$ cat config.mk
export PLATFORM = sky130hd
export DESIGN_NAME = mpg_top
export DESIGN_NICKNAME = d
export VERILOG_FILES = /design/src/mpg_pkg.sv /design/src/mpg_top.sv
export SDC_FILE = /design/constraint.sdc
export NUM_CORES = 1
export LEC_CHECK = 0
export BUFFER_PORTS_ARGS = -buffer_cell sky130_fd_sc_hd__buf_4
export CORE_MARGIN = 2
export CORE_UTILIZATION = 58
export CTS_BUF_LIST = sky130_fd_sc_hd__clkbuf_4 sky130_fd_sc_hd__clkbuf_8 sky130_fd_sc_hd__clkbuf_16
export DETAILED_ROUTE_END_ITERATION = 10
export PLACE_DENSITY = 0.77
export SYNTH_ARGS = -nofsm -noshare
export SYNTH_HDL_FRONTEND = slang
export SYNTH_SLANG_ARGS = --single-unit
$ cat constraint.sdc
create_clock -name clk -period 31 [get_ports clk]
set_input_delay 6.2 -clock clk [delete_from_list [all_inputs] [get_ports clk]]
set_output_delay 6.2 -clock clk [all_outputs]
set_load 0.02 [all_outputs]
$ cat src/mpg_pkg.sv
// Contract
// - Disabled: edge writes load active register immediately
// - Enabled: edge writes wait in shadow buffer
// - Rise value moves on fall, fall on rise
// - Passed edge value waits for next count cycle
// - Port bits gate enabled outputs, generators keep running
// - Gate select 01 AND, 10 OR, else pass-through
// - OR with 1 forces high, AND with 0 low
// - Common dead band before complementary rising edge
// - Dead band equals field value in clocks
// - Enabled trip input event forces trip state
// - Trip sets detected flag; zero means none
// - Only software clear releases trip state
// - True and inverted groups tripped together, each with its own level
// - Float select zero tristates; level 0 high
// - Trip source enables bits 7:4, flag bit 0
// - Complement bit drives inverted outputs of enabled pairs
// - Generator, multi and broadcast enable bit layout
`default_nettype none
package mpg_pkg;
	localparam int         NUM_GEN       = 4;
	localparam int         CLK_HZ        = 20_000_000;
	localparam int         ADDR_LSB      = 2;
	localparam int         ADDR_MSB      = 9;
	localparam logic [7:0] IDX_ENABLE    = 8'h79;
	localparam logic [7:0] IDX_GATING    = 8'h7a;
	localparam logic [7:0] IDX_TRIP      = 8'h7b;
	localparam logic [7:0] IDX_RISE_BASE = 8'h60;
	localparam logic [7:0] IDX_FALL_BASE = 8'h68;
	localparam logic [7:0] REG_RESET     = 8'h00;
	localparam logic [15:0] EDGE_RESET   = 16'h0000;
	localparam int         EN_MULTI      = 0;
	localparam int         EN_GEN_LSB    = 1;
	localparam int         EN_BCAST      = 5;
	localparam int         EN_TRIP       = 6;
	localparam int         EN_CMPL       = 7;
	localparam int         GD_DLY_LSB    = 0;
	localparam int         GD_TRUE_LSB   = 4;
	localparam int         GD_INV_LSB    = 6;
	localparam int         TP_FLAG       = 0;
	localparam int         TP_INV_LVL    = 1;
	localparam int         TP_TRUE_LVL   = 2;
	localparam int         TP_FLOAT      = 3;
	localparam int         TP_SRC_LSB    = 4;
	localparam logic [1:0] GATE_AND      = 2'h1;
	localparam logic [1:0] GATE_OR       = 2'h2;
	localparam logic [3:0] DLY_ZERO      = 4'h0;
	localparam logic [3:0] DLY_ONE       = 4'h1;
endpackage
`default_nettype wire

$ cat src/mpg_top.sv
`default_nettype none
module mpg_top (
	input  wire logic        clk,          // System clock.
	input  wire logic        rst,          // Asynchronous reset, active high.
	input  wire logic        hsel,         // Slave select.
	input  wire logic [31:0] haddr,        // Byte address.
	input  wire logic [1:0]  htrans,       // Transfer type.
	input  wire logic        hwrite,       // Write when high.
	input  wire logic [2:0]  hsize,        // Transfer size, word only.
	input  wire logic [31:0] hwdata,       // Write data.
	input  wire logic        hready,       // Bus ready in.
	output logic             hreadyout,    // Always ready.
	output logic             hresp,        // Always OKAY.
	output logic [31:0]      hrdata,       // Read data.
	input  wire logic [15:0] timer_count,  // Down counter value.
	input  wire logic        count_tick,   // Counter took a new value.
	input  wire logic [7:0]  port_out,     // Port output register bits.
	input  wire logic [3:0]  trip_in,      // Trip inputs 0 to 3.
	output logic [3:0]       pwm_true,     // True outputs.
	output logic [3:0]       pwm_true_oe,  // True output enables.
	output logic [3:0]       pwm_inv,      // Inverted outputs.
	output logic [3:0]       pwm_inv_oe    // Inverted output enables.
);
	localparam int N = mpg_pkg::NUM_GEN;

	logic [7:0]  enable_control_reg;
	logic [7:0]  gating_deadband_reg;
	logic [7:0]  trip_config_reg;
	logic [15:0] rise_act [N];
	logic [15:0] fall_act [N];
	logic [15:0] rise_buf [N];
	logic [15:0] fall_buf [N];
	logic [N-1:0] rise_pend;
	logic [N-1:0] fall_pend;
	logic [N-1:0] gen_lvl;
	logic [N-1:0] db_lvl;
	logic [3:0]  db_cnt [N];
	logic [3:0]  trip_s1;
	logic [3:0]  trip_s2;
	logic [3:0]  trip_s3;
	logic        wr_pend;
	logic [7:0]  wr_idx;
	logic [31:0] rdata;
	logic [3:0]  out_t;
	logic [3:0]  out_t_oe;
	logic [3:0]  out_i;
	logic [3:0]  out_i_oe;

	logic [7:0]  next_enable_control_reg;
	logic [7:0]  next_gating_deadband_reg;
	logic [7:0]  next_trip_config_reg;
	logic [15:0] next_rise_act [N];
	logic [15:0] next_fall_act [N];
	logic [15:0] next_rise_buf [N];
	logic [15:0] next_fall_buf [N];
	logic [N-1:0] next_rise_pend;
	logic [N-1:0] next_fall_pend;
	logic [N-1:0] next_gen_lvl;
	logic [N-1:0] next_db_lvl;
	logic [3:0]  next_db_cnt [N];
	logic [3:0]  next_trip_s1;
	logic [3:0]  next_trip_s2;
	logic [3:0]  next_trip_s3;
	logic        next_wr_pend;
	logic [7:0]  next_wr_idx;
	logic [31:0] next_rdata;
	logic [3:0]  next_out_t;
	logic [3:0]  next_out_t_oe;
	logic [3:0]  next_out_i;
	logic [3:0]  next_out_i_oe;

	// True when idx is the word index of one edge register of generator k.
	function automatic logic edge_hit(input logic [7:0] idx, input logic [7:0] base,
		input int k);
		edge_hit = (idx == 8'(base + 8'(k)));
	endfunction

	// Combines one output with its port bit as the select code asks.
	function automatic logic gate(input logic [1:0] sel, input logic pwm, input logic pbit);
		case (sel)
			mpg_pkg::GATE_AND: gate = pwm & pbit;
			mpg_pkg::GATE_OR:  gate = pwm | pbit;
			default:           gate = pwm;
		endcase
	endfunction

	// The slave never stalls, so both handshake outputs are constants.
	assign hreadyout = 1'b1;
	assign hresp     = 1'b0;
	assign hrdata    = rdata;
	assign pwm_true    = out_t;
	assign pwm_true_oe = out_t_oe;
	assign pwm_inv     = out_i;
	assign pwm_inv_oe  = out_i_oe;

	// Next state of bus, registers, generators, dead band and pins.
	always_comb begin
		logic       acc;
		logic       trip_ev;
		logic       multi;
		logic       bcast;
		logic       running;
		logic       raw;
		logic       settled;
		logic       db_t;
		logic       db_i;
		logic       en;
		logic       tripped;
		logic [3:0] dly;
		acc = 1'b0;
		trip_ev = 1'b0;
		multi = 1'b0;
		bcast = 1'b0;
		running = 1'b0;
		raw = 1'b0;
		settled = 1'b0;
		db_t = 1'b0;
		db_i = 1'b0;
		en = 1'b0;
		tripped = 1'b0;
		dly = mpg_pkg::DLY_ZERO;
		next_enable_control_reg  = enable_control_reg;
		next_gating_deadband_reg = gating_deadband_reg;
		next_trip_config_reg     = trip_config_reg;
		next_rise_act  = rise_act;
		next_fall_act  = fall_act;
		next_rise_buf  = rise_buf;
		next_fall_buf  = fall_buf;
		next_rise_pend = rise_pend;
		next_fall_pend = fall_pend;
		next_gen_lvl   = gen_lvl;
		next_db_lvl    = db_lvl;
		next_db_cnt    = db_cnt;
		next_rdata     = rdata;

		// Address phase is captured; the write lands in the data phase.
		acc = hsel & hready & htrans[1];
		next_wr_pend = acc & hwrite;
		next_wr_idx  = acc ? haddr[mpg_pkg::ADDR_MSB:mpg_pkg::ADDR_LSB] : wr_idx;

		// Only the second stage is edge-detected; the first feeds nothing else.
		next_trip_s1 = trip_in;
		next_trip_s2 = trip_s1;
		next_trip_s3 = trip_s2;
		trip_ev = enable_control_reg[mpg_pkg::EN_TRIP] &
			(|(trip_s2 & ~trip_s3 & trip_config_reg[mpg_pkg::TP_SRC_LSB +: 4]));

		if (wr_pend && wr_idx == mpg_pkg::IDX_ENABLE) begin
			next_enable_control_reg = hwdata[7:0];
		end
		if (wr_pend && wr_idx == mpg_pkg::IDX_GATING) begin
			next_gating_deadband_reg = hwdata[7:0];
		end
		// The flag bit is writable only towards zero, and a trip in the same cycle wins.
		if (wr_pend && wr_idx == mpg_pkg::IDX_TRIP) begin
			next_trip_config_reg[7:1] = hwdata[7:1];
			if (!hwdata[mpg_pkg::TP_FLAG]) begin
				next_trip_config_reg[mpg_pkg::TP_FLAG] = 1'b0;
			end
		end
		if (trip_ev) begin
			next_trip_config_reg[mpg_pkg::TP_FLAG] = 1'b1;
		end

		multi = enable_control_reg[mpg_pkg::EN_MULTI];
		bcast = enable_control_reg[mpg_pkg::EN_BCAST];
		dly   = gating_deadband_reg[mpg_pkg::GD_DLY_LSB +: 4];
		tripped = next_trip_config_reg[mpg_pkg::TP_FLAG];

		for (int k = 0; k < N; k++) begin
			running = multi & enable_control_reg[mpg_pkg::EN_GEN_LSB + k];
			// Edges fire only on an exact match, so a value already passed waits a cycle.
			if (!running) begin
				next_gen_lvl[k] = 1'b0;
			end else if (count_tick && !gen_lvl[k] && timer_count == rise_act[k]) begin
				next_gen_lvl[k] = 1'b1;
				if (fall_pend[k]) begin
					next_fall_act[k]  = fall_buf[k];
					next_fall_pend[k] = 1'b0;
				end
			end else if (count_tick && gen_lvl[k] && timer_count == fall_act[k]) begin
				next_gen_lvl[k] = 1'b0;
				if (rise_pend[k]) begin
					next_rise_act[k]  = rise_buf[k];
					next_rise_pend[k] = 1'b0;
				end
			end
			// A stopped generator flushes anything still waiting in its buffer.
			if (!running && rise_pend[k]) begin
				next_rise_act[k]  = rise_buf[k];
				next_rise_pend[k] = 1'b0;
			end
			if (!running && fall_pend[k]) begin
				next_fall_act[k]  = fall_buf[k];
				next_fall_pend[k] = 1'b0;
			end
			if (wr_pend && edge_hit(wr_idx, mpg_pkg::IDX_RISE_BASE, k)) begin
				if (running) begin
					next_rise_buf[k]  = hwdata[15:0];
					next_rise_pend[k] = 1'b1;
				end else begin
					next_rise_act[k]  = hwdata[15:0];
					next_rise_pend[k] = 1'b0;
				end
			end
			if (wr_pend && edge_hit(wr_idx, mpg_pkg::IDX_FALL_BASE, k)) begin
				if (running) begin
					next_fall_buf[k]  = hwdata[15:0];
					next_fall_pend[k] = 1'b1;
				end else begin
					next_fall_act[k]  = hwdata[15:0];
					next_fall_pend[k] = 1'b0;
				end
			end

			// Any change of the source restarts the counter and holds both sides low.
			raw = bcast ? gen_lvl[0] : gen_lvl[k];
			if (raw != db_lvl[k]) begin
				next_db_lvl[k] = raw;
				next_db_cnt[k] = dly;
			end else if (db_cnt[k] != mpg_pkg::DLY_ZERO) begin
				next_db_cnt[k] = db_cnt[k] - mpg_pkg::DLY_ONE;
			end
			settled = (db_cnt[k] == mpg_pkg::DLY_ZERO);
			db_t = db_lvl[k] & settled;
			db_i = ~db_lvl[k] & settled;

			// Gating and trip act on the delayed signals, so they reach the pins at once.
			en = running;
			next_out_t[k] = gate(gating_deadband_reg[mpg_pkg::GD_TRUE_LSB +: 2], db_t,
				port_out[k]);
			next_out_i[k] = gate(gating_deadband_reg[mpg_pkg::GD_INV_LSB +: 2], db_i,
				port_out[k + N]);
			next_out_t_oe[k] = en;
			next_out_i_oe[k] = en & enable_control_reg[mpg_pkg::EN_CMPL];
			if (tripped && en) begin
				if (!trip_config_reg[mpg_pkg::TP_FLOAT]) begin
					next_out_t[k] = 1'b0;
					next_out_i[k] = 1'b0;
					next_out_t_oe[k] = 1'b0;
					next_out_i_oe[k] = 1'b0;
				end else begin
					next_out_t[k] = ~trip_config_reg[mpg_pkg::TP_TRUE_LVL];
					next_out_i[k] = ~trip_config_reg[mpg_pkg::TP_INV_LVL];
				end
			end
		end

		// Reads see the values as they stand after this edge, so a write just before is seen.
		if (acc && !hwrite) begin
			next_rdata = 32'h0000_0000;
			case (haddr[mpg_pkg::ADDR_MSB:mpg_pkg::ADDR_LSB])
				mpg_pkg::IDX_ENABLE: next_rdata[7:0] = next_enable_control_reg;
				mpg_pkg::IDX_GATING: next_rdata[7:0] = next_gating_deadband_reg;
				mpg_pkg::IDX_TRIP:   next_rdata[7:0] = next_trip_config_reg;
				default: begin
					for (int k = 0; k < N; k++) begin
						if (edge_hit(haddr[mpg_pkg::ADDR_MSB:mpg_pkg::ADDR_LSB],
							mpg_pkg::IDX_RISE_BASE, k)) begin
							next_rdata[15:0] = next_rise_pend[k] ? next_rise_buf[k] : next_rise_act[k];
						end
						if (edge_hit(haddr[mpg_pkg::ADDR_MSB:mpg_pkg::ADDR_LSB],
							mpg_pkg::IDX_FALL_BASE, k)) begin
							next_rdata[15:0] = next_fall_pend[k] ? next_fall_buf[k] : next_fall_act[k];
						end
					end
				end
			endcase
		end
	end

	// State registers; all clear to zero on reset.
	always_ff @(posedge clk or posedge rst) begin
		if (rst) begin
			enable_control_reg  <= mpg_pkg::REG_RESET;
			gating_deadband_reg <= mpg_pkg::REG_RESET;
			trip_config_reg     <= mpg_pkg::REG_RESET;
			for (int k = 0; k < N; k++) begin
				rise_act[k] <= mpg_pkg::EDGE_RESET;
				fall_act[k] <= mpg_pkg::EDGE_RESET;
				rise_buf[k] <= mpg_pkg::EDGE_RESET;
				fall_buf[k] <= mpg_pkg::EDGE_RESET;
				db_cnt[k]   <= mpg_pkg::DLY_ZERO;
			end
			rise_pend <= '0;
			fall_pend <= '0;
			gen_lvl   <= '0;
			db_lvl    <= '0;
			trip_s1   <= '0;
			trip_s2   <= '0;
			trip_s3   <= '0;
			wr_pend   <= 1'b0;
			wr_idx    <= mpg_pkg::REG_RESET;
			rdata     <= 32'h0000_0000;
			out_t     <= '0;
			out_t_oe  <= '0;
			out_i     <= '0;
			out_i_oe  <= '0;
		end else begin
			enable_control_reg  <= next_enable_control_reg;
			gating_deadband_reg <= next_gating_deadband_reg;
			trip_config_reg     <= next_trip_config_reg;
			rise_act  <= next_rise_act;
			fall_act  <= next_fall_act;
			rise_buf  <= next_rise_buf;
			fall_buf  <= next_fall_buf;
			db_cnt    <= next_db_cnt;
			rise_pend <= next_rise_pend;
			fall_pend <= next_fall_pend;
			gen_lvl   <= next_gen_lvl;
			db_lvl    <= next_db_lvl;
			trip_s1   <= next_trip_s1;
			trip_s2   <= next_trip_s2;
			trip_s3   <= next_trip_s3;
			wr_pend   <= next_wr_pend;
			wr_idx    <= next_wr_idx;
			rdata     <= next_rdata;
			out_t     <= next_out_t;
			out_t_oe  <= next_out_t_oe;
			out_i     <= next_out_i;
			out_i_oe  <= next_out_i_oe;
		end
	end
endmodule
`default_nettype wire

Yosys cells after proc, flatten, opt, wreduce, memory -nomap -nowiden
Index checks and enable logic that the tools add are counted.
{"block": "op_classes", "add_sub_neg": 4, "reduce_logical": 63, "n_eq_ne": 42, "div_mod_pow": 0, "bitwise": 45, "magnitude_cmp": 0, "n_shift": 0, "muxes": 188, "n_mul": 0}
{"cell": "16-bit two-way mux", "n": 84}
{"cell": "8-bit by 7-bit == test with 1-bit output (second input constant)", "n": 22}
{"cell": "16-bit == test", "n": 8}
{"cell": "1-bit two-way mux", "n": 83}
{"cell": "1-bit logical AND", "n": 40}
{"cell": "4-bit two-way mux", "n": 8}
{"cell": "8-bit two-way mux", "n": 4}
{"cell": "1-bit AND", "n": 28}
{"cell": "8-bit one-hot mux with 3 select lines", "n": 1}
{"cell": "4-bit zero test", "n": 4}
{"cell": "1-bit one-hot mux with 2 select lines", "n": 8}
{"cell": "4-bit nonzero test", "n": 4}
{"cell": "4-bit by 1-bit subtractor with 4-bit output (second input constant)", "n": 4}
{"cell": "3-bit by 1-bit != test with 1-bit output (second input constant)", "n": 4}
{"cell": "1-bit zero test", "n": 9}
{"cell": "4-bit AND", "n": 2}
{"cell": "1-bit OR", "n": 8}
{"cell": "2-bit nonzero test", "n": 4}
{"cell": "1-bit NOT", "n": 6}
{"cell": "2-bit by 1-bit == test with 1-bit output (second input constant)", "n": 2}
{"cell": "2-bit == test (second input constant)", "n": 2}
{"cell": "1-bit != test", "n": 4}
{"cell": "4-bit NOT", "n": 1}
{"cell": "4-bit OR reduction", "n": 1}
{"cell": "3-bit OR reduction", "n": 1}
{"block": "word_totals", "mem_count": 0, "word_cells": 385, "reg_bits": 365, "latch_bits": 0, "out_inout_bits": 50, "romBits": 0, "ramBits": 0, "in_bits": 103}

Depth between registers and ports, before layout
Gate-level depths: netlist of run 1.
{"block": "logic_depth", "ltp_word": 18, "mapped_depth": 13, "ltp_nobuf": 11}

Worst setup path after synthesis of run 1
No wires, ideal clock.
{"block": "synth_timing", "path_kind": "input to register", "from": "input port timer_count[13]", "to": "register rdata[14], in the netlist hrdata[14]", "setup_ns": 0.147, "setup_slack_ns": 22.386, "path_stages": 11, "path_buffers": 2, "arrival_time_ns": 8.467, "required_time_ns": 30.853, "path_cell_list": "buf_2 > xor2_1 > nor4_1 > nand3_1 > o21ai_0 > buf_2 > mux2i_1 > a211oi_1 > a2111o_1 > a2111oi_0 > a22oi_1"}
{"block": "synth_between", "elab_chain_cells": 18, "word_cells_on_any_way": 113, "classes_between": "eq/ne: 8; mux: 97; reduce/logical: 8"}
{"item": "start, declared", "line": "mpg_top.sv:15", "text": "input wire logic [15:0] timer_count,"}
{"item": "16-bit == test", "line": "mpg_top.sv:181", "text": "end else if (count_tick && gen_lvl[k] && timer_count == fall_act[k]) begin"}
{"item": "1-bit logical AND", "line": "mpg_top.sv:181"}
{"item": "16-bit two-way mux", "line": "mpg_top.sv:181"}
{"item": "16-bit two-way mux", "line": "mpg_top.sv:175", "text": "end else if (count_tick && !gen_lvl[k] && timer_count == rise_act[k]) begin"}
{"item": "16-bit two-way mux", "line": "mpg_top.sv:173", "text": "if (!running) begin"}
{"item": "16-bit two-way mux", "line": "mpg_top.sv:189", "text": "if (!running && rise_pend[k]) begin"}
{"item": "16-bit two-way mux", "line": "mpg_top.sv:198", "text": "if (running) begin"}
{"item": "16-bit two-way mux", "line": "mpg_top.sv:197", "text": "if (wr_pend && edge_hit(wr_idx, mpg_pkg::IDX_RISE_BASE, k)) begin"}
{"item": "(+2 left out)"}
{"item": "16-bit two-way mux", "line": "mpg_top.sv:262", "text": "if (edge_hit(haddr[mpg_pkg::ADDR_MSB:mpg_pkg::ADDR_LSB],"}
{"item": "16-bit two-way mux", "line": "mpg_top.sv:258", "text": "if (edge_hit(haddr[mpg_pkg::ADDR_MSB:mpg_pkg::ADDR_LSB],"}
{"item": "16-bit two-way mux", "line": "mpg_top.sv:262"}
{"item": "16-bit two-way mux", "line": "mpg_top.sv:258"}
{"item": "16-bit two-way mux", "line": "mpg_top.sv:262"}
{"item": "16-bit two-way mux", "line": "mpg_top.sv:258"}
{"item": "16-bit two-way mux *", "line": "mpg_top.sv:262"}
{"item": "8-bit two-way mux *", "line": "mpg_top.sv:252", "text": "case (haddr[mpg_pkg::ADDR_MSB:mpg_pkg::ADDR_LSB])"}
{"item": "end signal, assigned", "line": "mpg_top.sv:317", "text": "rdata <= next_rdata;"}
{"item": "end, declared", "line": "mpg_top.sv:43", "text": "logic [31:0] rdata;"}
Mark *: on every way between the ends. The rest lies on a longest branch, timed or not.
A chain may end at the register's enable or synchronous reset.

Worst setup path after layout of run 1
{"block": "layout_timing", "from": "input port timer_count[11]", "to": "register rdata[4], in the netlist hrdata[4]"}
{"block": "layout_between", "elab_chain_cells": 18, "word_cells_on_any_way": 113, "classes_between": "eq/ne: 8; mux: 97; reduce/logical: 8"}
{"item": "16-bit == test", "line": "mpg_top.sv:181"}
{"item": "1-bit logical AND", "line": "mpg_top.sv:181"}
{"item": "16-bit two-way mux", "line": "mpg_top.sv:181"}
{"item": "16-bit two-way mux", "line": "mpg_top.sv:175"}
{"item": "16-bit two-way mux", "line": "mpg_top.sv:173"}
{"item": "16-bit two-way mux", "line": "mpg_top.sv:189"}
{"item": "16-bit two-way mux", "line": "mpg_top.sv:198"}
{"item": "16-bit two-way mux", "line": "mpg_top.sv:197"}
{"item": "(+2 left out)"}
{"item": "16-bit two-way mux", "line": "mpg_top.sv:262"}
{"item": "16-bit two-way mux", "line": "mpg_top.sv:258"}
{"item": "16-bit two-way mux", "line": "mpg_top.sv:262"}
{"item": "16-bit two-way mux", "line": "mpg_top.sv:258"}
{"item": "16-bit two-way mux", "line": "mpg_top.sv:262"}
{"item": "16-bit two-way mux", "line": "mpg_top.sv:258"}
{"item": "16-bit two-way mux *", "line": "mpg_top.sv:262"}
{"item": "8-bit one-hot mux with 3 select lines *", "line": "mpg_top.sv:252"}
Marked as above.

==> run metrics, run 1 <==
outcome completed; Seq pwr share 45.8%; YS warnings 0; synthesis-stage register bit count approximately 370; grt ovf 0; area grow syn2layout 11.28%; non-filler cells, final 2600; M1 GR Usage 49.24%; P per Cell Area 48.88 mW/mm^2; worst-skew pair later-pin latency 560 ps; most used cell, CP buf_4; routed length per instance approximately 26 um; Synth top area share 45.31%; Routability Congestion 0.9597; GRT Overall Usage 36.80%; layout cells sized above 1 between 10% and 20%; hold endpoint next_trip_s3[3]; Reg2Reg Depth 9; worst reg2reg startpoint enable_control_reg[0]; Crit path largest cell delay approximately 1000 ps; grt met2 use 56.45%; final core occ between 60 and 70%; # diodes 0; RSZ-0062 raised after global routing no; final wirelength between 60000 and 70000 um; number of CTS-inserted buffers 40; r2r endpoint hrdata[0]; Logic pwr share under 10%; # Max-Cap Violations 0; final setup violation count 0; first-pass GRT wire length slightly above 100000 um; critical path class input pin to register; Sw Share 25.14%; post-synthesis cell type count 87; Initial Util roughly three fifths; antenna-violating nets left 0; TNS Setup 0 ps; Post-synth EDFFs 0; post-CTS sizing 0; clock sinks 365; Post-synth top flop dfrtp_1; VDD IR max 0.00004115 V; H-tree depth 2; Critical Path Sink Type register; critical path launch point type input pin; Post-DP HPWL 46920 um; met3 GRT Util 7.950%; Static Leakage 9.537 nW; WHS Path Cells 0; core area ~0.034 mm^2; DR DRC count 0; relative slew slack about a fifth; main area contributors after synthesis dfrtp_1 (45%), mux2i_1 (6.9%), mux2_2 (6.5%); Iteration-0 DRC Markers 2219; placed cells 2528; worst hold path class register to register; via count 17210; TritonCTS clock tree built; cts hold-fix bufs 0; pin count of the biggest net entering global routing 170; sequential area share after synthesis 45.31%; boundary pin count 153; slack of the worst reg-to-reg path 27010 ps; Top Usage Layer GRT met2; clk_skew 14.16 ps; Final Hold Vio Count 0; f_max between 100 and 150 MHz; crit path max fanout 13; fillcell total 2758; clock share of power between 40 and 50%; final worst-path cycle share 30.38%; Mapped Cells 2078; synthesized area a little over 0.02 mm^2; Post CTS Setup Buffer Count 0; internal power 0.0008208 W; Final Max Slew Viols 0; row count 68; Layout Nets 2230; Mean Syn Cell Area approximately 9.7 um^2; Root Driver clkbuf_16; CTS max path bufs 3; crit path cell chain buf_4 > xor2_1 > nor4_1 > nand3_1 > o21ai_1 > buf_4 > inv_1 > nor2_1 > a221oi_1 > a22oi_1 > o31ai_1 > nand2_1; worst slew pin tran 1193 ps; Final Power about 0.0011 W; Die Area 0.03626 mm^2; ys async rst share 100.0%; DRT Pass-1 Iters 8; commonest non-fill, non-tap cell in the layout dfrtp_1; vias in the first global route 16900; die width between 150 and 200 um; hold_sp next_trip_s2[3]; most frequent cells in the layout dfrtp_1 (365), nand2_1 (261), nor2_1 (184); fin crit period 9419 ps; CP required 31480 ps; Synth area leader dfrtp_1; initial antenna violation count 1; PortBufs 90; clk slew on worst S/H paths 60 ps; Net Sw Power 0.0002756 W; die height roughly 190 um; slowest CP cell nor4_1; WP data arrival 9900 ps; routed vias/inst 6.621
## power groups by stage
stage	Combinational [W]	Sequential, W	Clock [W]
6_report	0.0000951	0.000503	0.000499
5_1_grt	0.000101	0.000503	0.000521
4_1_cts	0.0000930	0.000502	0.000500
3_5_place_dp	0.0000923	0.000510	0
3_3_place_gp	0.0000911	0.000510	0
2_1_floorplan	0.0000563	0.000511	0
## per-layer routing
metal | share of wire [%] | vias to the layer above | wire length (um)
met4 | 5.6 | 2 | 3718
met3 | 11 | 257 | 7340
met5 | 0.020 | - | 13
met2 | 44 | 1151 | 29400
met1 | 39 | 8404 | 25980
li1 | - | 7400 | -
## worst max-delay path, delay by kind of cell
kind                   cells  cell delay [ps]
AO/OA/AOI/OAI              4              890
buffers and inverters      3              650
AND/OR/NAND/NOR            4             1980
XOR/XNOR                   1              180
## final cells by class
type / instances / area [um^2] / area share [%]
Inverter: 47 / 183.9 / 0.8200
Clock buffer: 59 / 1224 / 5.455
Sequential cell: 365 / 9134 / 40.72
Clock inverter: 13 / 147.6 / 0.6582
Timing Repair Buffer: 128 / 973.4 / 4.340
Multi-Input combinational cell: 1533 / 10200 / 45.47
Tap cell: 455 / 569.3 / 2.538
## how the worst max path moves through the flow
stage | startpoint | end | slack [ps] | depth (start not counted)
CTS | timer_count[11] | hrdata[4] | 21850 | 12
global route | timer_count[11] | hrdata[4] | 21520 | 12
detailed placement | timer_count[11] | hrdata[4] | 21340 | 12
global placement | timer_count[9] | hrdata[14] | 21350 | 10
floorplan | rst | db_cnt[0] | 14670 | 1
finish | timer_count[11] | hrdata[4] | 21580 | 12
## stage by stage
step,setup WS (ps),hold WS (ps),cell area [um^2]
2_1_floorplan,14670,331.2,20220
3_3_place_gp,21350,340.5,21060
3_5_place_dp,21340,336.4,21060
4_1_cts,21850,359.8,22430
5_1_grt,21520,365.5,22430
6_report,21580,353.9,22430
## cell usage after synthesis (10+ instances only)
| master | number |
|---|---|
| nand3_1 | 54 |
| and3_1 | 11 |
| nor3_1 | 28 |
| mux2_2 | 117 |
| a211oi_1 | 16 |
| buf_2 | 23 |
| a2111oi_0 | 11 |
| inv_1 | 43 |
| a21o_1 | 10 |
| and2_1 | 19 |
| nand2_1 | 261 |
| buf_4 | 29 |
| o21ai_0 | 75 |
| ha_1 | 12 |
| nor4_1 | 21 |
| a21oi_1 | 148 |
| o211ai_1 | 13 |
| a22oi_1 | 22 |
| xor2_1 | 121 |
| nor2_1 | 184 |
| dfrtp_1 | 365 |
| a31oi_1 | 15 |
| clkbuf_1 | 87 |
| a211o_1 | 11 |
| xnor2_1 | 16 |
| mux2i_1 | 139 |
| o22ai_1 | 16 |
| o21a_1 | 11 |
## cell families after synthesis
group                    Yosys count  share of synthesized area, %
AO/OA/AOI/OAI                    453                         15.01
AND/OR/NAND/NOR                  656                         14.95
adder cells (fa/ha/maj)           12                        0.7449
flip-flops                       365                         45.31
other                              2                       0.03726
buffers and inverters            196                         4.482
XOR/XNOR                         137                         5.953
multiplexers                     257                         13.51
Power figures use the tool's default switching activity.
==> inputs of run 2 (changes only) <==
- CORE_UTILIZATION: 58 -> 55
- clock period: 31 -> 8.2 ns (I/O delays scaled with it)
==> run metrics, run 2 (synthesis gave the netlist of run 1 again) <==
Critical Path Sink Type register; VDD IR max 0.0001445 V; Layout Nets 2232; DR DRC count 0; clock share of power a little under half; # diodes 0; initial antenna violation count 1; pin count of the biggest net entering global routing between 150 and 200; Logic pwr share 8.6%; DRT Pass-1 Iters 6; WP data arrival 5570 ps; Seq pwr share 45.7%; r2r endpoint hrdata[4]; boundary pin count 153; die width 195.4 um; Post-DP HPWL 46560 um; critical path class input pin to register; Post CTS Setup Buffer Count 0; critical path launch point type input pin; slowest CP cell nor4_1; final setup violation count 0; slack of the worst reg-to-reg path 4000 ps; WHS Path Cells 0; Metal-1 WL around 26000 um; placed cells 2543; clk slew on worst S/H paths 60 ps; Reg2Reg Depth 10; Routability Congestion 0.9854; cell family with most CP delay simple AND/OR/NAND/NOR gates; Final Max Slew Viols 0; H-tree depth 2; met3 routed WL between 7000 and 8000 um; P per Cell Area roughly 190 mW/mm^2; Iteration-0 DRC Markers 2095; Root Driver clkbuf_16; clock sinks 365; Sw Share 25.36%; area grow syn2layout 11.52%; clk_skew approximately 25 ps; CP required 8680 ps; PortBufs 90; Final Power 0.004160 W; TNS Setup 0 ps; Die Area 0.03820 mm^2; fin crit period 5092 ps; crit path cell chain buf_4 > xor2_1 > nor4_1 > nand3_1 > o21ai_1 > inv_1 > nor2_1 > a221oi_1 > a22oi_1 > o31ai_1 > nand2_1; number of CTS-inserted buffers 40; routed vias/inst 6.528; Crit path largest cell delay a little under 900 ps; antenna-violating nets left 0; core area ~0.036 mm^2; Net Sw Power 0.001055 W; most frequent cells in the layout dfrtp_1 (365), nand2_1 (261), nor2_1 (183); vias in the first global route 16880; worst slew pin tran 1013 ps; outcome completed; row count 70; final wirelength about 66000 um; CP bufs+invs 2; Initial Util 55.46%; non-filler cells, final 2616; final worst-path cycle share 62.10%; hold_sp next_trip_s2[3]; post-CTS sizing 0; hold endpoint next_trip_s3[3]; cts hold-fix bufs 0; grt ovf 0; first-pass GRT wire length 100900 um; die height 195.4 um; internal power 0.003105 W; worst-skew pair later-pin latency 570 ps; relative slew slack 31.87%; TritonCTS clock tree built; f_max 196.4 MHz; hold_ws between 300 and 400 ps; RSZ-0062 raised after global routing no; via count 17080; CTS max path bufs 3; # Max-Cap Violations 0; met2 routed WL 28900 um; fillcell total 2981; layout cells sized above 1 between 15 and 20%; Max Used Layer met5; crit path max fanout 13; Static Leakage 9.548 nW; Final Hold Vio Count 0; commonest non-fill, non-tap cell in the layout dfrtp_1; GRT Overall Usage 34.66%; worst hold path class register to register; worst reg2reg startpoint fall_act[59]; routed length per instance 25.22 um
run 2: cell types whose count changed in the layout (fill, tap and decap cells not counted):
cell,delta
nor2_2,+1
inv_8,-1
clkinv_8,+1
clkinvlp_4,+1
clkinv_2,-1
buf_4,+2
inv_16,+1
clkbuf_4,+1
clkbuf_16,-1
nor2_1,-1
inv_6,-1
clkbuf_8,+1
run 2: metrics by stage:
stage / util, % / worst slack (ps) / area, um^2
6_report: 61.85 / 3108 / 22480
5_1_grt: 61.85 / 3066 / 22480
4_1_cts: 61.85 / 3357 / 22480
3_5_place_dp: 58.02 / 2814 / 21090
3_3_place_gp: 58.02 / 2900 / 21090
2_1_floorplan: - / 1664 / 20220
run 2: layer usage:
layer | GRT usage, % | vias up
met2 | 52.79 | 1157
met5 | 0 | -
met3 | 8.066 | 228
met1 | 46.22 | 8270
li1 | - | 7421
met4 | 18.38 | 2
run 2: how the worst max path moves through the flow:
stage	start	end	slack [ps]	depth (start not counted)
global route	timer_count[11]	hrdata[4]	3070	11
global placement	timer_count[11]	hrdata[4]	2900	11
finish	timer_count[11]	hrdata[4]	3110	11
CTS	timer_count[11]	hrdata[4]	3360	11
floorplan	rst	db_cnt[0]	1660	1
detailed placement	timer_count[11]	hrdata[4]	2810	11
run 2: layout make-up:
class	instances	area (um^2)	area share (%)
clock buffer	60	1220	5.427
clock inverter	13	170.2	0.7570
inverter	47	180.2	0.8015
multi-input combinational	1533	10200	45.38
sequential	365	9134	40.63
tap	468	585.6	2.605
timing repair buffer	130	988.4	4.397
run 2: power groups by stage:
stage / registers (W) / clock network, W / logic (W)
final: 0.00190 / 0.00190 / 0.000358
after global routing: 0.00190 / 0.00198 / 0.000381
after CTS: 0.00190 / 0.00191 / 0.000350
after detailed placement: 0.00193 / 0 / 0.000348
after global placement: 0.00193 / 0 / 0.000343
after floorplan: 0.00193 / 0 / 0.000213
run 2: worst register-to-register path: cells and delay by family (launching register included):
| family | cells | cell delay [ps] |
|---|---|---|
| AO/OA/AOI/OAI | 4 | 1320 |
| XOR/XNOR | 1 | 140 |
| flip-flops | 1 | 390 |
| AND/OR/NAND/NOR | 4 | 1770 |
| buffers and inverters | 1 | 490 |
